## src/rtl/dsec_pkg.sv

```systemverilog
// Constants and types for the debug state entry control block
package dsec_pkg;

    // ****************************************************************
    // Widths and synchroniser stage count
    // ****************************************************************
    localparam int MODE_W = 5;
    localparam int INSTR_W = 32;
    localparam int SYNC_STAGES = 2;

    // ****************************************************************
    // Transfer type forced while in debug state (internal cycle)
    // ****************************************************************
    localparam logic [1:0] HTRANS_INTERNAL = 2'h0;

    // ****************************************************************
    // Abort source codes
    // ****************************************************************
    localparam logic [1:0] ABORT_SRC_MEMORY = 2'h0;
    localparam logic [1:0] ABORT_SRC_BREAK = 2'h1;
    localparam logic [1:0] ABORT_SRC_WATCH = 2'h2;

    // ****************************************************************
    // Values after reset
    // ****************************************************************
    localparam logic [1:0] RESET_ABORT_SRC = 2'h0;
    localparam logic [MODE_W-1:0] RESET_MODE = 5'h00;
    localparam logic [INSTR_W-1:0] RESET_INSTR = 32'h0000_0000;

    // ****************************************************************
    // Control states
    // ****************************************************************
    typedef enum logic [1:0] {
        DSEC_RUN = 2'b00,
        DSEC_DEBUG = 2'b01,
        DSEC_EXIT = 2'b10
    } dsec_state_type;

endpackage

```

## src/rtl/dsec_sync.sv

```systemverilog
// Two flip-flop level synchroniser for pin inputs
`timescale 1ns/10ps
`default_nettype none
module dsec_sync (
    input wire logic clk,
    input wire logic resetn,
    input wire logic din,
    output logic dout
);

    // ****************************************************************
    // Synchroniser stages
    // ****************************************************************
    logic stage1;
    logic next_stage1;
    logic next_dout;

    always_comb begin
        next_stage1 = din;
        next_dout = stage1;
    end

    always_ff @(posedge clk) begin
        if (!resetn) begin
            stage1 <= 1'b0;
            dout <= 1'b0;
        end else begin
            stage1 <= next_stage1;
            dout <= next_dout;
        end
    end

endmodule
`default_nettype wire

```

## src/rtl/dsec_bp_tag.sv

```systemverilog
// Breakpoint tag pipeline: fetch, decode and execute slots
`timescale 1ns/10ps
`default_nettype none
module dsec_bp_tag (
    input wire logic clk,
    input wire logic resetn,
    input wire logic advance,
    input wire logic flush,
    input wire logic fetch_tag,
    input wire logic late_tag,
    output logic exec_tag
);

    // ****************************************************************
    // Tag slots
    // ****************************************************************
    logic fetch_slot;
    logic decode_slot;
    logic next_fetch_slot;
    logic next_decode_slot;
    logic next_exec_tag;

    always_comb begin
        next_fetch_slot = fetch_slot | fetch_tag;
        next_decode_slot = decode_slot | late_tag;
        next_exec_tag = exec_tag;
        if (flush) begin
            // Flushed instructions lose their flag
            next_fetch_slot = 1'b0;
            next_decode_slot = 1'b0;
            next_exec_tag = 1'b0;
        end else if (advance) begin
            // Flag travels with its instruction
            next_fetch_slot = fetch_tag;
            next_decode_slot = fetch_slot;
            next_exec_tag = decode_slot | late_tag;
        end
    end

    always_ff @(posedge clk) begin
        if (!resetn) begin
            fetch_slot <= 1'b0;
            decode_slot <= 1'b0;
            exec_tag <= 1'b0;
        end else begin
            fetch_slot <= next_fetch_slot;
            decode_slot <= next_decode_slot;
            exec_tag <= next_exec_tag;
        end
    end

endmodule
`default_nettype wire

```

## src/rtl/dsec_top.sv

```systemverilog
// Debug state entry control: halt and monitor handling of debug events
`timescale 1ns/10ps
`default_nettype none
module dsec_top (
    input wire logic clk,
    input wire logic resetn,
    input wire logic halt_mode_cfg,
    input wire logic external_break_flag,
    input wire logic external_debug_request,
    input wire logic fetch_valid,
    input wire logic fetch_bp_hit,
    input wire logic data_valid,
    input wire logic data_wp_hit,
    input wire logic pipe_advance,
    input wire logic flush_branch,
    input wire logic flush_exception,
    input wire logic exec_valid,
    input wire logic instr_complete,
    input wire logic cp_busy_wait,
    input wire logic mem_abort,
    input wire logic exception_pending,
    input wire logic [dsec_pkg::MODE_W-1:0] exception_mode,
    input wire logic [dsec_pkg::MODE_W-1:0] current_mode,
    input wire logic irq_in,
    input wire logic [1:0] core_htrans,
    input wire logic scan_instr_valid,
    input wire logic [dsec_pkg::INSTR_W-1:0] scan_instr,
    input wire logic debug_restart,
    output logic debug_state_ack,
    output logic core_halt,
    output logic exec_cancel,
    output logic instr_abort,
    output logic data_abort,
    output logic [1:0] abort_source,
    output logic block_updates,
    output logic cp_terminate,
    output logic refetch_req,
    output logic [dsec_pkg::MODE_W-1:0] debug_entry_mode,
    output logic [1:0] htrans,
    output logic irq_out,
    output logic abort_out,
    output logic inject_valid,
    output logic [dsec_pkg::INSTR_W-1:0] inject_instr
);

    // ****************************************************************
    // Pin synchronisers
    // ****************************************************************
    logic break_sync;
    logic request_sync;

    dsec_sync u_break_sync (
        .clk(clk),
        .resetn(resetn),
        .din(external_break_flag),
        .dout(break_sync)
    );

    dsec_sync u_request_sync (
        .clk(clk),
        .resetn(resetn),
        .din(external_debug_request),
        .dout(request_sync)
    );

    // ****************************************************************
    // Strobe alignment with the synchronised break flag
    // ****************************************************************
    logic [dsec_pkg::SYNC_STAGES-1:0] fetch_dly;
    logic [dsec_pkg::SYNC_STAGES-1:0] data_dly;
    logic [dsec_pkg::SYNC_STAGES-1:0] next_fetch_dly;
    logic [dsec_pkg::SYNC_STAGES-1:0] next_data_dly;
    logic ext_bp;
    logic ext_wp;

    always_comb begin
        next_fetch_dly = {fetch_dly[0], fetch_valid};
        next_data_dly = {data_dly[0], data_valid};
        // External flag pairs with its fetch or data edge
        ext_bp = fetch_dly[dsec_pkg::SYNC_STAGES-1] & break_sync;
        ext_wp = data_dly[dsec_pkg::SYNC_STAGES-1] & break_sync;
    end

    always_ff @(posedge clk) begin
        if (!resetn) begin
            fetch_dly <= '0;
            data_dly <= '0;
        end else begin
            fetch_dly <= next_fetch_dly;
            data_dly <= next_data_dly;
        end
    end

    // ****************************************************************
    // Breakpoint tag pipeline
    // ****************************************************************
    logic exec_tag;
    logic pipe_flush;

    always_comb begin
        pipe_flush = flush_branch | flush_exception;
    end

    dsec_bp_tag u_bp_tag (
        .clk(clk),
        .resetn(resetn),
        .advance(pipe_advance),
        .flush(pipe_flush),
        .fetch_tag(fetch_valid & fetch_bp_hit),
        .late_tag(ext_bp),
        .exec_tag(exec_tag)
    );

    // ****************************************************************
    // Entry control
    // ****************************************************************
    dsec_pkg::dsec_state_type state;
    dsec_pkg::dsec_state_type next_state;
    logic wp_pend;
    logic rq_pend;
    logic mode_lock;
    logic locked_halt;
    logic next_wp_pend;
    logic next_rq_pend;
    logic next_mode_lock;
    logic next_locked_halt;
    logic next_debug_state_ack;
    logic next_core_halt;
    logic next_exec_cancel;
    logic next_instr_abort;
    logic next_data_abort;
    logic [1:0] next_abort_source;
    logic next_block_updates;
    logic next_cp_terminate;
    logic next_refetch_req;
    logic [dsec_pkg::MODE_W-1:0] next_debug_entry_mode;
    logic [1:0] next_htrans;
    logic next_irq_out;
    logic next_abort_out;
    logic next_inject_valid;
    logic [dsec_pkg::INSTR_W-1:0] next_inject_instr;
    logic eff_halt;
    logic bp_exec;
    logic wp_new;
    logic enter;

    always_comb begin
        next_state = state;
        next_wp_pend = wp_pend;
        next_rq_pend = rq_pend;
        next_mode_lock = mode_lock;
        next_locked_halt = locked_halt;
        next_exec_cancel = 1'b0;
        next_instr_abort = 1'b0;
        next_data_abort = 1'b0;
        next_abort_source = abort_source;
        next_block_updates = 1'b0;
        next_cp_terminate = 1'b0;
        next_refetch_req = 1'b0;
        next_debug_entry_mode = debug_entry_mode;
        next_inject_valid = 1'b0;
        next_inject_instr = inject_instr;
        enter = 1'b0;
        // Mode held fixed while a watchpoint is pending
        eff_halt = mode_lock ? locked_halt : halt_mode_cfg;
        // Condition not looked at
        bp_exec = exec_tag & exec_valid & ~pipe_flush;
        wp_new = (data_valid & data_wp_hit) | ext_wp;
        case (state)
            dsec_pkg::DSEC_RUN: begin
                if (wp_new && !wp_pend) begin
                    next_wp_pend = 1'b1;
                    next_mode_lock = 1'b1;
                    next_locked_halt = eff_halt;
                end
                if (request_sync && halt_mode_cfg) begin
                    next_rq_pend = 1'b1;
                end
                if (bp_exec) begin
                    // Cancelled, state stays before it
                    next_exec_cancel = 1'b1;
                    if (eff_halt) begin
                        enter = 1'b1;
                        next_debug_entry_mode = current_mode;
                    end else begin
                        next_instr_abort = 1'b1;
                        next_abort_source = dsec_pkg::ABORT_SRC_BREAK;
                    end
                end else if ((wp_pend || wp_new) && instr_complete) begin
                    // Taken once the instruction finishes
                    next_wp_pend = 1'b0;
                    next_mode_lock = 1'b0;
                    if (wp_pend ? locked_halt : eff_halt) begin
                        enter = 1'b1;
                        // Pending exception mode used
                        next_debug_entry_mode = exception_pending ?
                            exception_mode : current_mode;
                    end else begin
                        // Abort taken, core keeps running
                        next_data_abort = 1'b1;
                        next_abort_source = dsec_pkg::ABORT_SRC_WATCH;
                    end
                end else if ((rq_pend || (request_sync && halt_mode_cfg)) &&
                             (instr_complete || cp_busy_wait)) begin
                    // Busy coprocessor wait ends at once
                    next_cp_terminate = cp_busy_wait & ~instr_complete;
                    enter = 1'b1;
                    next_debug_entry_mode = exception_pending ?
                        exception_mode : current_mode;
                end else if (mem_abort) begin
                    // Genuine abort freezes later state changes
                    next_block_updates = 1'b1;
                    next_abort_source = dsec_pkg::ABORT_SRC_MEMORY;
                end
                if (enter) begin
                    next_state = dsec_pkg::DSEC_DEBUG;
                    next_rq_pend = 1'b0;
                    next_wp_pend = 1'b0;
                    next_mode_lock = 1'b0;
                end
            end
            dsec_pkg::DSEC_DEBUG: begin
                // Serial instructions go to the pipeline
                next_inject_valid = scan_instr_valid;
                if (scan_instr_valid) begin
                    next_inject_instr = scan_instr;
                end
                if (debug_restart) begin
                    next_state = dsec_pkg::DSEC_EXIT;
                end
            end
            dsec_pkg::DSEC_EXIT: begin
                // Resume by refetching the stopped instruction
                next_refetch_req = 1'b1;
                next_state = dsec_pkg::DSEC_RUN;
            end
            default: begin
                next_state = dsec_pkg::DSEC_RUN;
            end
        endcase
        // Acknowledge on entry
        next_debug_state_ack = (next_state == dsec_pkg::DSEC_DEBUG);
        next_core_halt = next_debug_state_ack;
        // Only internal cycles and no events in debug state
        next_htrans = next_debug_state_ack ?
            dsec_pkg::HTRANS_INTERNAL : core_htrans;
        next_irq_out = irq_in & ~next_debug_state_ack;
        next_abort_out = mem_abort & ~next_debug_state_ack;
    end

    always_ff @(posedge clk) begin
        if (!resetn) begin
            state <= dsec_pkg::DSEC_RUN;
            wp_pend <= 1'b0;
            rq_pend <= 1'b0;
            mode_lock <= 1'b0;
            locked_halt <= 1'b0;
            debug_state_ack <= 1'b0;
            core_halt <= 1'b0;
            exec_cancel <= 1'b0;
            instr_abort <= 1'b0;
            data_abort <= 1'b0;
            abort_source <= dsec_pkg::RESET_ABORT_SRC;
            block_updates <= 1'b0;
            cp_terminate <= 1'b0;
            refetch_req <= 1'b0;
            debug_entry_mode <= dsec_pkg::RESET_MODE;
            htrans <= dsec_pkg::HTRANS_INTERNAL;
            irq_out <= 1'b0;
            abort_out <= 1'b0;
            inject_valid <= 1'b0;
            inject_instr <= dsec_pkg::RESET_INSTR;
        end else begin
            state <= next_state;
            wp_pend <= next_wp_pend;
            rq_pend <= next_rq_pend;
            mode_lock <= next_mode_lock;
            locked_halt <= next_locked_halt;
            debug_state_ack <= next_debug_state_ack;
            core_halt <= next_core_halt;
            exec_cancel <= next_exec_cancel;
            instr_abort <= next_instr_abort;
            data_abort <= next_data_abort;
            abort_source <= next_abort_source;
            block_updates <= next_block_updates;
            cp_terminate <= next_cp_terminate;
            refetch_req <= next_refetch_req;
            debug_entry_mode <= next_debug_entry_mode;
            htrans <= next_htrans;
            irq_out <= next_irq_out;
            abort_out <= next_abort_out;
            inject_valid <= next_inject_valid;
            inject_instr <= next_inject_instr;
        end
    end

endmodule
`default_nettype wire

```

## config.mk

```make
export PLATFORM = sky130hd
export DESIGN_NAME = dsec_top
export DESIGN_NICKNAME = d
export VERILOG_FILES = /design/src/rtl/dsec_pkg.sv /design/src/rtl/dsec_sync.sv /design/src/rtl/dsec_bp_tag.sv /design/src/rtl/dsec_top.sv
export SDC_FILE = /design/constraint.sdc
export NUM_CORES = 1
export LEC_CHECK = 0
export BUFFER_PORTS_ARGS = -buffer_cell sky130_fd_sc_hd__buf_2
export CAP_MARGIN = 20
export CORE_UTILIZATION = 47
export DETAILED_ROUTE_END_ITERATION = 8
export MAX_ROUTING_LAYER = met4
export PLACE_DENSITY_LB_ADDON = 0.25
export SLEW_MARGIN = 10
export SYNTH_ARGS = -nofsm -noshare
export SYNTH_HDL_FRONTEND = slang
export SYNTH_SLANG_ARGS = --single-unit
```

## constraint.sdc

```tcl
create_clock -name clk -period 2.1 [get_ports clk]
set_clock_uncertainty 0.2 [all_clocks]
set_input_delay 0 -clock clk [delete_from_list [all_inputs] [get_ports clk]]
set_output_delay 0 -clock clk [all_outputs]
set_load 0.02 [all_outputs]
```

== Word-level counts from Yosys, hierarchy flattened ==
Index checks and enable logic that the tools add are counted.
Storage, ports and cells
  register bits after elaboration: 68
  memory bits (writable): 0
  input port bits: 64
  output and inout bits: 52
  memories kept: 0
  latch bits: 0
  memory bits (read-only): 0
Operators by class
  multiply operators: 0
  reduce and logical (&&, ||, !) cells: 25
  equal/unequal tests: 8
  bitwise operators: 20
  div/mod/pow operators: 0
  muxes and demuxes: 40
  shifts and indexed selects: 0
  order comparisons: 0
  add/sub/neg operators: 0
Operator list (count)
  two-way mux 5 bit: 6
  two-way mux 1 bit: 25
  two-way mux 2 bit: 8
  AND reduction 2 bit: 5
  OR reduction 5 bit: 2
  bitwise AND 1 bit: 9
  inverter 1 bit: 7
  != test 3 bit (second input constant): 2
  nonzero test 3 bit: 2
  AND reduction 5 bit: 1
  equality test 2 x 1 -> 1 bit (second input constant): 2
  logical AND 1 bit: 4
  != test 2 bit (second input constant): 2
  OR 1 bit: 4
  one-hot mux 2 bit (2 select lines): 1
  AND reduction 4 bit: 1
  OR reduction 2 bit: 2
  OR reduction 4 bit: 1
  logical OR 1 bit: 3
  != test 3 x 2 -> 1 bit (second input constant): 1
  AND reduction 3 bit: 1
  equality test 2 bit (second input constant): 1
  zero test 2 bit: 1
  nonzero test 2 bit: 1
  zero test 1 bit: 1

== Logic depth before layout (Yosys ltp) ==
  word-level depth: 12
  depth in mapped cells: 6

== Modules after synthesis ==
A second synthesis with hierarchy kept.
Second synthesis, totals
  cell total of the unflattened synthesis: 284
  area total of the unflattened synthesis: 2493.6 um^2
By module, submodules not included
  dsec_top: seq. area each 1221.2 um^2, area an instance 2275.9 um^2, times used 1, cells an instance 263
  dsec_bp_tag: seq. area each 60.1 um^2, area an instance 112.6 um^2, times used 1, cells an instance 13
  dsec_sync: seq. area each 40.0 um^2, area an instance 52.6 um^2, times used 2, cells an instance 4

== Worst setup path before layout ==
OpenSTA, ideal clock, no wires.
  path type: flip-flop to flip-flop
  from: register u_break_sync.dout
  to: register debug_entry_mode[0] (netlist bit)
  library setup time: 121 ps
  clock period less this slack: 1670 ps
  stages on the path, launching flop included: 6
  data required time: 1779 ps
  arrival: 1349 ps
  path slack: 430 ps
  cells stage by stage: dfxtp_1 a221o_1 or2_4 and4_4 nor3_1 nor3b_1
On the way
  longest elaborated chain between the ends: 6
  elaborated cells on any way between the ends: 9
  those cells by class: eq/ne (1); mux (2); bitwise (2); reduce/logical (4)
Ends and longest elaborated chain
  from (decl): line dsec_sync.sv:8  | output logic dout
  from (signal assigned): line dsec_sync.sv:29  | dout <= next_dout;
  bitwise AND 1 bit (*): line dsec_top.sv:81  | ext_wp = data_dly[dsec_pkg::SYNC_STAGES-1] & break_sync;
  OR 1 bit (*): line dsec_top.sv:168  | wp_new = (data_valid & data_wp_hit) | ext_wp;
  logical OR 1 bit (*): line dsec_top.sv:189  | end else if ((wp_pend || wp_new) && instr_complete) begin
  logical AND 1 bit (*): line dsec_top.sv:189
  != test 3 x 2 -> 1 bit (no source line), or another cell as far along
  AND reduction 4 bit (no source line) / two-way mux 5 bit (equally long branches)
  to (signal assigned): line dsec_top.sv:267  | debug_entry_mode <= dsec_pkg::RESET_MODE;
  to (signal assigned): line dsec_top.sv:288  | debug_entry_mode <= next_debug_entry_mode;
  to (decl): line dsec_top.sv:38  | output logic [dsec_pkg::MODE_W-1:0] debug_entry_mode,
Mark *: on every way between the ends. The rest lies on a longest branch, timed or not.
A chain may end at the register's enable or synchronous reset.

== Final worst setup path ==
  from: input port flush_branch
  to: register debug_entry_mode[3] (netlist bit)
On the way
  longest elaborated chain between the ends: 5
  elaborated cells on any way between the ends: 8
  those cells by class: eq/ne (2); mux (1); bitwise (3); reduce/logical (2)
Ends and longest elaborated chain
  from (decl): line dsec_top.sv:15  | input wire logic flush_branch,
  OR 1 bit (*): line dsec_top.sv:101  | pipe_flush = flush_branch | flush_exception;
  inverter 1 bit (*): line dsec_top.sv:167  | bp_exec = exec_tag & exec_valid & ~pipe_flush;
  bitwise AND 1 bit (*): line dsec_top.sv:167
  != test 3 x 2 -> 1 bit (no source line), or another cell as far along
  AND reduction 4 bit (no source line)
Marked as above.

==> impl_table.tex <==
\begin{tabular}{lr}
\hline
Metric & Value \\
\hline
\multicolumn{2}{l}{\textbf{Placement}} \\
\quad Setup WS pre-CTS & roughly 0.024 ns \\
\quad Total instance count after detailed placement & between 400 and 500 \\
\quad Quantity of I/O buffers inserted on ports & between 100 and 150 \\
\quad Routability-driven placement congestion ratio & approximately 0.77 \\
\quad Placed inst area & $\sim$3300 µm² \\
\quad Final HPWL from detailed placement & roughly 4300 µm \\
\multicolumn{2}{l}{\textbf{Routing}} \\
\quad DR WL/cell & around 14 µm \\
\quad Post-route antenna net violation count & 0 \\
\quad DRC violation total after the first TritonRoute iteration & 101 \\
\quad Final routed DRC violation total & 0 \\
\quad Vias per std cell & slightly below 5 \\
\quad Total Wirelength & 7600 µm \\
\quad Router iterations before antenna repair & 4 \\
\quad Vias after detailed routing & approximately 2700 \\
\multicolumn{2}{l}{\textbf{Pwr}} \\
\quad Total leakage power & between 1.5 and 2 nW \\
\quad Portion of total power attributed to combinational logic & 16.9\% \\
\quad Power share of the clock group & 37.8\% \\
\quad Fraction of power consumed by sequential logic & 45.2\% \\
\quad Net switching fraction of the power & $\sim$25\% \\
\quad Power dissipated by switching net loads & roughly 750 µW \\
\quad Power per standard cell area & just over 700 nW/µm² \\
\quad VDD IR-drop max & roughly 0.57 mV \\
\quad Cell-internal power & 2.30 mW \\
\quad Overall power consumption & between 3 and 4 mW \\
\multicolumn{2}{l}{\textbf{Global route}} \\
\quad Antenna violations before repair & 0 \\
\quad Largest net degree at the start of global routing & 33 \\
\quad Via count of the first global-routing pass & $\sim$2600 \\
\quad Wire length of the first global-routing pass & approximately 12000 µm \\
\quad Gr ovfl total & 0 \\
\quad GRT Overall Usage & roughly 28\% \\
\multicolumn{2}{l}{\textbf{Setup path}} \\
\quad Critical path class & in -> reg \\
\quad Required time of the worst setup path & between 2 and 2.5 ns \\
\quad Data arrival, critical path & 1.96 ns \\
\quad Kind of capture point of the worst setup path & register \\
\quad Worst reg-to-reg setup slack & between 0.2 and 0.25 ns \\
\quad Reg2reg path depth & 5 \\
\quad Startpoint type of the worst setup path & primary input \\
\quad RR Endpoint & debug\_entry\_mode[3]\$\_SDFFE\_PN0P\_ \\
\quad R2R Path Start & u\_break\_sync.dout\$\_SDFF\_PN0\_ \\
\quad Critical-path maximum fanout & 5 \\
\multicolumn{2}{l}{\textbf{Run}} \\
\quad Max-cap check violation count & 0 \\
\multicolumn{2}{l}{\textbf{Yosys}} \\
\quad EDFF count, synth & 0 \\
\quad Number of different library cells in the post-synthesis netlist & between 40 and 50 \\
\quad Proportion of register bits with asynchronous set or reset after synthesis & 0\% \\
\quad Synthesized area per cell & 9.06 µm² \\
\quad Top-area cell type share of the netlist area & approximately half \\
\quad Yosys warns & 0 \\
\quad Leading area contributor after synthesis & dfxtp\_1 \\
\quad Mapped cell area & $\sim$2600 µm² \\
\quad Synth Register Bits & 68 \\
\quad Number of nets produced by synthesis & 355 \\
\quad Sequential fraction of the synthesis area & between 50\% and 60\% \\
\quad Most frequently used flop master after synthesis & dfxtp\_1 \\
\quad Instance count of the mapped netlist & 291 \\
\quad Biggest area contributors in the synthesized netlist & dfxtp\_1, nand2\_1, a21boi\_0, nor2\_1, and2\_1 \\
\multicolumn{2}{l}{\textbf{Hold path}} \\
\quad Startpoint of the lowest-slack hold path & exception\_pending \\
\quad Type of the tightest min-delay check & in -> reg \\
\quad End point of the most critical hold path & debug\_entry\_mode[1]\$\_SDFFE\_PN0P\_ \\
\quad Number of cells on the worst hold path & 5 \\
\multicolumn{2}{l}{\textbf{STA}} \\
\quad Setup repair after global routing missed its margin & false \\
\quad Setup tns final & 0 ns \\
\quad Setup WS post-layout & approximately 0.15 ns \\
\quad Number of hold violations in the final report & 0 \\
\quad Finish-stage setup viols & 0 \\
\quad Time the worst path needs with I/O delays and setup & about 1.9 ns \\
\quad Least-Margin Pin Slew & roughly 0.42 ns \\
\quad Final critical-path share of the clock period & 92.8\% \\
\quad Max Freq & slightly above 0.5 GHz \\
\quad Hold\_ws & 0.111 ns \\
\quad Relative slew slack & 72.0\% \\
\quad Number of max-slew violations in the final report & 0 \\
\multicolumn{2}{l}{\textbf{Clock tree}} \\
\quad Maximum clock path buffer count & 2 \\
\quad Sink count of the clock tree & 68 \\
\quad Skew-Pair Late Insertion Delay & $\sim$0.33 ns \\
\quad Number of buffers created by CTS & 9 \\
\quad Root buffer cell & clkbuf\_8 \\
\quad Maximum level of the CTS H-tree & 3 \\
\quad Clock Pin Slew Worst Setup and Hold Paths & roughly 0.07 ns \\
\quad TritonCTS clock tree & built \\
\multicolumn{2}{l}{\textbf{Die}} \\
\quad Vert. Die Dim & just under 80 µm \\
\quad Die width & between 70 and 80 µm \\
\quad Placeable core region & 5270 µm² \\
\quad Area of the die & 5920 µm² \\
\quad Num ports & around 120 \\
\quad Standard-cell rows & 26 \\
\quad Initial cell density of the core & between 50\% and 60\% \\
\multicolumn{2}{l}{\textbf{Final layout}} \\
\quad Fin util & between 70\% and 80\% \\
\quad Antenna Cells & 0 \\
\quad Number of filler cells placed in the layout & 340 \\
\quad Commonest non-fill, non-tap cell in the layout & buf\_2 \\
\quad Final Net Count & $\sim$540 \\
\quad Number of standard cells in the layout, taps in and fillers out & 552 \\
\quad Fraction of layout cells with a size suffix above 1 & 32.6\% \\
\quad Syn-to-layout area delta & 59.2\% \\
\quad Final instance area & around 4200 µm² \\
\quad Most frequent cells in the layout & buf\_2, nand2\_1, dfxtp\_1, dlygate4sd3\_1, a21boi\_0 \\
\multicolumn{2}{l}{\textbf{Outcome}} \\
\quad Result of the run & completed \\
\hline
\end{tabular}
## per-layer routing
| layer | track usage [%] | up-vias | part of all wire (%) |
|---|---|---|---|
| met1 | 31.0 | 1229 | 42 |
| met5 | - | - | 0 |
| met2 | 47.1 | 111 | 50 |
| met4 | 13.7 | 0 | 2.8 |
| met3 | 4.76 | 22 | 4.7 |
| li1 | - | 1355 | - |
## power groups by stage
stage | logic, mW | registers (mW) | clock network (mW)
2_1_floorplan | 0.195 | 1.46 | 0
3_3_place_gp | 0.397 | 1.41 | 0
3_5_place_dp | 0.402 | 1.41 | 0
4_1_cts | 0.501 | 1.38 | 1.18
5_1_grt | 0.559 | 1.39 | 1.24
6_report | 0.518 | 1.38 | 1.16
## synthesized netlist by cell type (2+ instances only)
cell      count
nand2_1      77
dfxtp_1      68
a21boi_0     32
nor2_1       17
and2_1       10
nor3_1       10
a21oi_1       9
clkbuf_1      8
buf_2         5
mux2_2        5
nor3b_1       5
and3_1        4
a31o_2        3
inv_1         3
o21ai_1       3
a31oi_1       2
buf_1         2
nand2b_1      2
## timing repair
action / in CTS / in global routing
buffers inserted: 0 / 0
gates resized for setup: 0 / 2
hold buffers: 68 / 1
hold endpoints to repair: 61 / 1
setup endpoints to repair: 0 / 1
## registers in the layout, indices dropped and copies added (netlist names), 2 cells and up
name,count
fetch_dly,2
abort_source,2
debug_entry_mode,5
inject_instr,32
data_dly,2
state,2
htrans,2
## worst max-delay path: stages
cell           delay [ns]
dlygate4sd3_1        0.54
buf_2                0.13
and4bb_1             0.43
nand2b_2             0.25
mux2_2               0.36
a21oi_1              0.17
nor3b_1              0.09
## area by class of cell
class / count / area, µm² / share of cell area [%]
clock buffers: 11 / 141 / 3.37
inverters: 3 / 11.3 / 0.268
repair buffers: 191 / 1320 / 31.4
multi-input cells: 204 / 1200 / 28.6
clock inverters: 5 / 75.1 / 1.79
well taps: 70 / 87.6 / 2.09
flip-flops and latches: 68 / 1360 / 32.4
## cell families after synthesis
group / count (synthesis) / synth area share [%]
AO/OA/AOI/OAI: 59 / 16.3
buffers and inverters: 19 / 3.08
flip-flops: 68 / 51.6
multiplexers: 7 / 2.94
AND/OR/NAND/NOR: 138 / 26.0
## how the worst max path moves through the flow
| stage | end | startpoint | slack (ns) |
|---|---|---|---|
| after floorplan | debug_entry_mode[0]$_SDFFE_PN0P_ | u_break_sync.dout$_SDFF_PN0_ | 0.43 |
| after global placement | inject_instr[8]$_SDFFE_PN0P_ | state[0]$_SDFF_PN0_ | 0.13 |
| after detailed placement | inject_instr[10]$_SDFFE_PN0P_ | state[0]$_SDFF_PN0_ | 0.02 |
| after CTS | inject_instr[10]$_SDFFE_PN0P_ | state[0]$_SDFF_PN0_ | 0.02 |
| after global routing | u_bp_tag.exec_tag$_SDFFE_PP0P_ | resetn | 0.06 |
| final | debug_entry_mode[3]$_SDFFE_PN0P_ | flush_branch | 0.15 |
(Power assumes the default switching activity.)
